## src/pkg/iox_pkg.sv

```systemverilog
// shared constants and types for the increment/or/shift/jump execution datapath
package iox_pkg;

	localparam int DATA_W    = 8;
	localparam int FADDR_W   = 7;
	localparam int PC_W      = 15;
	localparam int JUMP_K_W  = 11;
	localparam int LATCH_W   = 7;

	// jump target split
	localparam int PC_LOW_HI    = 10;
	localparam int PC_HIGH_LO   = 11;
	localparam int PC_HIGH_HI   = 14;
	localparam int LATCH_SEL_LO = 3;
	localparam int LATCH_SEL_HI = 6;

	// destination select encodings
	localparam logic DEST_ACC  = 1'b0;
	localparam logic DEST_FILE = 1'b1;

	// reset values
	localparam logic [DATA_W-1:0]  ACC_RST   = 8'h00;
	localparam logic [PC_W-1:0]    PC_RST    = 15'h0000;
	localparam logic               ZERO_RST  = 1'b0;
	localparam logic               CARRY_RST = 1'b0;

	// instruction cycle counts
	localparam int ONE_CYCLE = 1;
	localparam int TWO_CYCLE = 2;

	typedef enum logic [2:0] {
		IOX_OP_NONE = 3'h0,
		IOX_OP_INCS = 3'h1,
		IOX_OP_INC  = 3'h2,
		IOX_OP_JMP  = 3'h3,
		IOX_OP_ORL  = 3'h4,
		IOX_OP_ORF  = 3'h5,
		IOX_OP_SHL  = 3'h6
	} iox_op_t;

	typedef enum logic [1:0] {
		IOX_ST_EXEC  = 2'b01,
		IOX_ST_FLUSH = 2'b10
	} iox_state_t;

endpackage : iox_pkg

```

## src/rtl/iox_exec.sv

```systemverilog
// execution datapath: increment, skip-increment, or, left shift and absolute jump
//
// Function
// - file operations use 7-bit address; dest 0 writes accumulator, 1 writes register
// - skip-increment adds one, flags untouched, zero result flushes next instruction
// - plain increment adds one, stores per dest, updates zero flag
// - jump loads 11-bit immediate into program counter bits 10..0
// - jump fills program counter bits 14..11 from latch bits 6..3
// - jump is unconditional and takes two instruction cycles
// - or-literal ors accumulator with 8-bit literal into accumulator, updates zero
// - or-register ors accumulator with register, stores per dest, updates zero
// - left shift: bit7 to carry, bits 6..0 to 7..1, zero in, updates C,Z
`timescale 1ns/1ps
module iox_exec
	import iox_pkg::*;
(
	// clock and reset
	input  wire logic                clk_in,
	input  wire logic                rst_in,
	// instruction issue
	input  wire logic                valid_in,
	input  wire iox_op_t             op_in,
	input  wire logic [FADDR_W-1:0]  faddr_in,
	input  wire logic                dest_in,
	input  wire logic [DATA_W-1:0]   lit_in,
	input  wire logic [JUMP_K_W-1:0] jump_k_in,
	// file register read port and upper latch
	input  wire logic [DATA_W-1:0]   file_rdata_in,
	input  wire logic [LATCH_W-1:0]  upper_latch_in,
	// file register write port
	output logic                     file_we_out,
	output logic [FADDR_W-1:0]       file_addr_out,
	output logic [DATA_W-1:0]        file_wdata_out,
	// architectural state
	output logic [DATA_W-1:0]        acc_out,
	output logic                     zero_out,
	output logic                     carry_out,
	output logic [PC_W-1:0]          pc_out,
	output logic                     pc_load_out,
	// issue control
	output logic                     ready_out,
	output logic                     flush_out
);

	iox_state_t        state_r;
	iox_state_t        state_nxt;
	logic [DATA_W-1:0] acc_r;
	logic              zero_r;
	logic              carry_r;
	logic [PC_W-1:0]   pc_r;
	logic              pc_load_r;
	logic              file_we_r;
	logic [FADDR_W-1:0] file_addr_r;
	logic [DATA_W-1:0] file_wdata_r;

	logic [DATA_W-1:0] alu_res;
	logic              alu_zero;
	logic              alu_carry;
	logic              alu_zero_we;
	logic              alu_carry_we;
	logic              alu_writes;

	iox_alu u_alu (
		.op_in        (op_in),
		.acc_in       (acc_r),
		.file_in      (file_rdata_in),
		.lit_in       (lit_in),
		.result_out   (alu_res),
		.zero_out     (alu_zero),
		.carry_out    (alu_carry),
		.zero_we_out  (alu_zero_we),
		.carry_we_out (alu_carry_we),
		.writes_out   (alu_writes)
	);

	// issue is accepted only in the execute state; the flush slot stands in for a nop
	wire take      = valid_in && (state_r == IOX_ST_EXEC);
	wire do_write  = take && alu_writes;
	// or-literal always targets the accumulator regardless of dest
	wire to_file   = (op_in != IOX_OP_ORL) && (dest_in == DEST_FILE);
	wire acc_we    = do_write && !to_file;
	wire file_we   = do_write && to_file;
	wire skip_hit  = take && (op_in == IOX_OP_INCS) && (alu_res == 8'h00);
	wire jump_hit  = take && (op_in == IOX_OP_JMP);
	wire [PC_W-1:0] jump_pc = {upper_latch_in[LATCH_SEL_HI:LATCH_SEL_LO], jump_k_in};

	// second cycle of skip or jump is a discarded slot
	always_comb begin
		case (state_r)
			IOX_ST_EXEC:  state_nxt = (skip_hit || jump_hit) ? IOX_ST_FLUSH : IOX_ST_EXEC;
			IOX_ST_FLUSH: state_nxt = IOX_ST_EXEC;
			default:      state_nxt = IOX_ST_EXEC;
		endcase
	end

	always_ff @(posedge clk_in or posedge rst_in) begin
		if (rst_in) begin
			state_r <= IOX_ST_EXEC;
		end else begin
			state_r <= state_nxt;
		end
	end

	always_ff @(posedge clk_in or posedge rst_in) begin
		if (rst_in) begin
			acc_r   <= ACC_RST;
			zero_r  <= ZERO_RST;
			carry_r <= CARRY_RST;
		end else begin
			if (acc_we) begin
				acc_r <= alu_res;
			end
			if (take && alu_zero_we) begin
				zero_r <= alu_zero;
			end
			if (take && alu_carry_we) begin
				carry_r <= alu_carry;
			end
		end
	end

	always_ff @(posedge clk_in or posedge rst_in) begin
		if (rst_in) begin
			file_we_r    <= 1'b0;
			file_addr_r  <= 7'h00;
			file_wdata_r <= 8'h00;
		end else begin
			file_we_r <= file_we;
			if (file_we) begin
				file_addr_r  <= faddr_in;
				file_wdata_r <= alu_res;
			end
		end
	end

	always_ff @(posedge clk_in or posedge rst_in) begin
		if (rst_in) begin
			pc_r      <= PC_RST;
			pc_load_r <= 1'b0;
		end else begin
			pc_load_r <= jump_hit;
			if (jump_hit) begin
				pc_r <= jump_pc;
			end
		end
	end

	assign ready_out      = (state_r == IOX_ST_EXEC);
	assign flush_out      = (state_r == IOX_ST_FLUSH);
	assign acc_out        = acc_r;
	assign zero_out       = zero_r;
	assign carry_out      = carry_r;
	assign pc_out         = pc_r;
	assign pc_load_out    = pc_load_r;
	assign file_we_out    = file_we_r;
	assign file_addr_out  = file_addr_r;
	assign file_wdata_out = file_wdata_r;

endmodule : iox_exec

```

## src/rtl/iox_alu.sv

```systemverilog
// combinational result and flag generation for the supported operations
`timescale 1ns/1ps
module iox_alu
	import iox_pkg::*;
(
	// operation and operands
	input  wire iox_op_t           op_in,
	input  wire logic [DATA_W-1:0] acc_in,
	input  wire logic [DATA_W-1:0] file_in,
	input  wire logic [DATA_W-1:0] lit_in,
	// result and flags
	output logic [DATA_W-1:0]      result_out,
	output logic                   zero_out,
	output logic                   carry_out,
	output logic                   zero_we_out,
	output logic                   carry_we_out,
	output logic                   writes_out
);

	wire [DATA_W-1:0] inc_val = file_in + 8'h01;
	wire [DATA_W-1:0] orl_val = acc_in | lit_in;
	wire [DATA_W-1:0] orf_val = acc_in | file_in;
	wire [DATA_W-1:0] shl_val = {file_in[DATA_W-2:0], 1'b0};

	assign result_out   = (op_in == IOX_OP_INCS || op_in == IOX_OP_INC) ? inc_val :
	                      (op_in == IOX_OP_ORL) ? orl_val :
	                      (op_in == IOX_OP_ORF) ? orf_val :
	                      (op_in == IOX_OP_SHL) ? shl_val : 8'h00;
	assign zero_out     = (result_out == 8'h00);
	assign carry_out    = file_in[DATA_W-1];
	// skip-increment leaves every flag alone
	assign zero_we_out  = (op_in == IOX_OP_INC) || (op_in == IOX_OP_ORL) ||
	                      (op_in == IOX_OP_ORF) || (op_in == IOX_OP_SHL);
	assign carry_we_out = (op_in == IOX_OP_SHL);
	assign writes_out   = (op_in != IOX_OP_NONE) && (op_in != IOX_OP_JMP);

endmodule : iox_alu

```

## config.mk

```make
export PLATFORM = sky130hd
export DESIGN_NAME = iox_exec
export DESIGN_NICKNAME = d
export VERILOG_FILES = /design/src/pkg/iox_pkg.sv /design/src/rtl/iox_exec.sv /design/src/rtl/iox_alu.sv
export SDC_FILE = /design/constraint.sdc
export NUM_CORES = 1
export LEC_CHECK = 0
export BUFFER_PORTS_ARGS = -buffer_cell sky130_fd_sc_hd__buf_4
export CAP_MARGIN = 15
export CELL_PAD_IN_SITES_DETAIL_PLACEMENT = 1
export CELL_PAD_IN_SITES_GLOBAL_PLACEMENT = 2
export CORE_ASPECT_RATIO = 1.5
export CORE_MARGIN = 2
export CORE_UTILIZATION = 26
export CTS_CLUSTER_DIAMETER = 120
export CTS_CLUSTER_SIZE = 28
export DETAILED_ROUTE_END_ITERATION = 7
export GPL_ROUTABILITY_DRIVEN = 0
export MAX_ROUTING_LAYER = met4
export PLACE_DENSITY_LB_ADDON = 0.1
export SYNTH_ARGS = -nofsm -noshare
export SYNTH_HDL_FRONTEND = slang
export SYNTH_HIERARCHICAL = 1
export SYNTH_SLANG_ARGS = --single-unit
```

## constraint.sdc

```tcl
create_clock -name clk_in -period 2 [get_ports clk_in]
set_input_delay 0.2 -clock clk_in [delete_from_list [all_inputs] [get_ports clk_in]]
set_output_delay 0.2 -clock clk_in [all_outputs]
set_load 0.02 [all_outputs]
```

==> impl_results.md <==
- Status: finished with violations
- Failing checks: setup timing
- Share of cells above drive strength 1: 61.64%
- Fmax: 495.8 MHz
- Share of the synthesized area in the top cell type: 48.31%
- Gr usage total: 16.05%
- H-tree Lvls: 2
- CTS Buf Count: 5
- R2R Path End: state_r[0]
- Post-synthesis async set-or-reset flop share: 100.0%
- CP top delay family: simple AND/OR/NAND/NOR gates
- ANT cells: 0
- Buffer and inverter count on the worst path: 0
- WP data arrival: 2.21 ns
- Final wirelength: 7016 um
- Setup WS pre-CTS: -0.3579 ns
- Synth-to-Final Area Change: 60.00%
- Pwr Density: 927.9 nW/um^2
- R2R setup slack: -0.02 ns
- I/O pin total: 92
- Vert. Die Dim: 117.4 um
- Crit-path cells: or3_1, a32o_2, nor4_2, a21oi_1, or4b_4
- Via density: 4.645
- Post-synthesis average cell area: 11.97 um^2
- Final setup viols: 1
- Row cnt: 41
- Synth warnings: 6
- Register area share after synthesis: 49.49%
- Post-synthesis net count: 235
- Via Count: 1,974
- Largest net degree at the start of global routing: 27
- Slew @ Worst Pin: 0.5608 ns
- Slowest stage cell on the critical path: or4b_4
- Avg WL per Cell: 16.51 um
- Cell count after placement: 414
- Post-route antenna net violation count: 0
- Die Area: 9338 um^2
- Leak: 1.675 nW
- Seq cells post-synth: 44
- Post-synth top flop: dfrtp_1
- Slew headroom: 62.56%
- Critical path depth: 5
- Sink Count: 44
- Top cells by area, synth: dfrtp_1 (48%), mux2_2 (20%), nor2_1 (1.5%)
- First-pass GRT wire length: 11,310 um
- Final Slew Violations: 0
- CTS tree: yes
- Area of the core: 8362 um^2
- Final Hold Vio Count: 0
- RSZ-0062 raised after global routing: yes
- Die width: 79.57 um
- Fill cell count: 909
- Library cells used by synthesis: 45
- WP data required: 2.20 ns
- Clk root buf: clkbuf_16
- Endpoint type of the worst setup path: register
- Min Tclk post-route: 2.017 ns
- Drt initial violations: 25
- Port bufs: 88
- Crit path capture: state_r[0]
- Crit path largest cell delay: 0.48 ns
- RR Startpoint: acc_out[4]
- Pre-antenna DRT Iters: 4
- Critical path peak fanout: 2
- Most area-hungry cell type in the Yosys netlist: dfrtp_1
- DRC: 0
- Post-synth EDFFs: 0
- Final worst setup slack: -0.01712 ns
- Count leader, synth: dfrtp_1
- Crit share post-route: 100.9%
- Starting density of the core: 26.63%
- Fin cells: 425
- Setup crit start kind: register
- Worst VDD drop: 0.6754 mV
- Nets: 366
- Overflow after GRT: 0
- Post-Syn Area: 2227 um^2
- Kind of critical path: register to register
- Post-synth top cells: dfrtp_1 (43), mux2_2 (40), nor2_1 (9)
- Multi-input logic area: 1099 um^2
- Register-to-Register Path Depth: 5
- HPWL Detailed: 5680 um
- Register area: 1104 um^2
- HP Class: input pin to register
- Syn Inst Count: 186
- Reg clk slew, reported paths: 0.06 ns
- Setup crit start: acc_out[4]
- Clk_skew: 0.005624 ns
- Vias in the first global route: 2,158
- Worst-Skew Late Latency: 0.28 ns
- Initial antenna violation count: 0
- Longest Clk Path Bufs: 2
- # Max-Cap Violations: 0
==> logic make-up after synthesis <==
| family | after synthesis | synth area share [%] |
|---|---|---|
| AND/OR/NAND/NOR | 53 | 14.78 |
| flip-flops | 44 | 49.49 |
| multiplexers | 40 | 20.22 |
| AO/OA/AOI/OAI | 27 | 9.214 |
| buffers and inverters | 16 | 3.764 |
| XOR/XNOR | 5 | 1.967 |
| adder cells (fa/ha/maj) | 1 | 0.5617 |
==> cell type report <==
class | instances | share of cell area [%]
Inverter | 7 | 0.7374
Clock inverter | 1 | 0.2107
Timing Repair Buffer | 133 | 29.49
Multi-Input combinational cell | 126 | 30.83
Sequential cell | 44 | 30.97
Clock buffer | 7 | 4.003
Tap cell | 107 | 3.757
==> cells in the final DEF, fill, tap and decap left out, drive strengths merged, types with 2 or more instances in the layout <==
cell,count
dfrtp,43
nand4,2
a21oi,5
nor3b,4
a221oi,2
mux2,40
or3,3
nor4,4
nand3,4
nor2,9
a32o,3
xor2,2
o31ai,3
nor3,2
nand2b,4
nor4b,3
buf,132
nor2b,4
a211oi,3
nand2,7
inv,7
o21ai,4
clkbuf,7
xnor2,3
==> where the power goes <==
part | switching (mW) | total, mW | internal (mW)
combinational | 0.603 | 1.25 | 0.644
clock | 0.327 | 0.825 | 0.497
sequential | 0.136 | 1.24 | 1.10
total | 1.07 | 3.31 | 2.24
==> metal layers <==
layer,global-route usage (%),vias to the layer above,wire length [um]
li1,-,938,-
met2,27.94,59,3841
met3,3.154,13,335
met1,17.94,964,2667
met4,5.603,0,172
met5,-,-,0
==> how the worst min path moves through the flow <==
stage                            start         end  slack (ns)  cells after the start
after floorplan               op_in[2]  state_r[1]        0.27                      1
after global placement          rst_in   pc_out[8]        0.30                      2
after detailed placement        rst_in   pc_out[0]        0.30                      2
after CTS                 jump_k_in[6]   pc_out[6]        0.14                      2
after global routing      jump_k_in[1]   pc_out[1]        0.14                      2
final                     jump_k_in[2]   pc_out[2]        0.14                      2
==> flip-flops by register name, summed over array words and instances, names as in the netlist <==
name and cells:
acc_out 8, pc_load_out 1, carry_out 1, state_r 2, file_addr_out 7, pc_out 15
file_wdata_out 8, file_we_out 1, zero_out 1
==> through the flow <==
| step | total power [mW] | setup TNS [ns] | cell area (um^2) | hold slack, ns | utilization, % |
|---|---|---|---|---|---|
| 6_report | 3.307 | -0.01712 | 3563 | 0.1449 | 42.62 |
| 5_1_grt | 3.505 | -0.1587 | 3563 | 0.1434 | 42.62 |
| 4_1_cts | 3.348 | -0.1194 | 3502 | 0.1399 | 41.88 |
| 3_5_place_dp | 2.496 | -0.6950 | 3336 | 0.3019 | 39.89 |
| 3_3_place_gp | 2.474 | -0.5647 | 3336 | 0.2964 | 39.89 |
| 2_1_floorplan | 1.828 | -0.07661 | 2233 | 0.2709 | - |
==> timing repair <==
action | in CTS | in global routing
endpoints found under the hold margin | 19 | 0
setup endpoints to repair | 2 | 3
gates cloned | 0 | 0
buffers inserted | 0 | 2
pin swaps | 3 | 4
gates resized for setup | 1 | 9
hold buffers | 1 | 0
No activity file was read; power rests on OpenSTA's default activity.
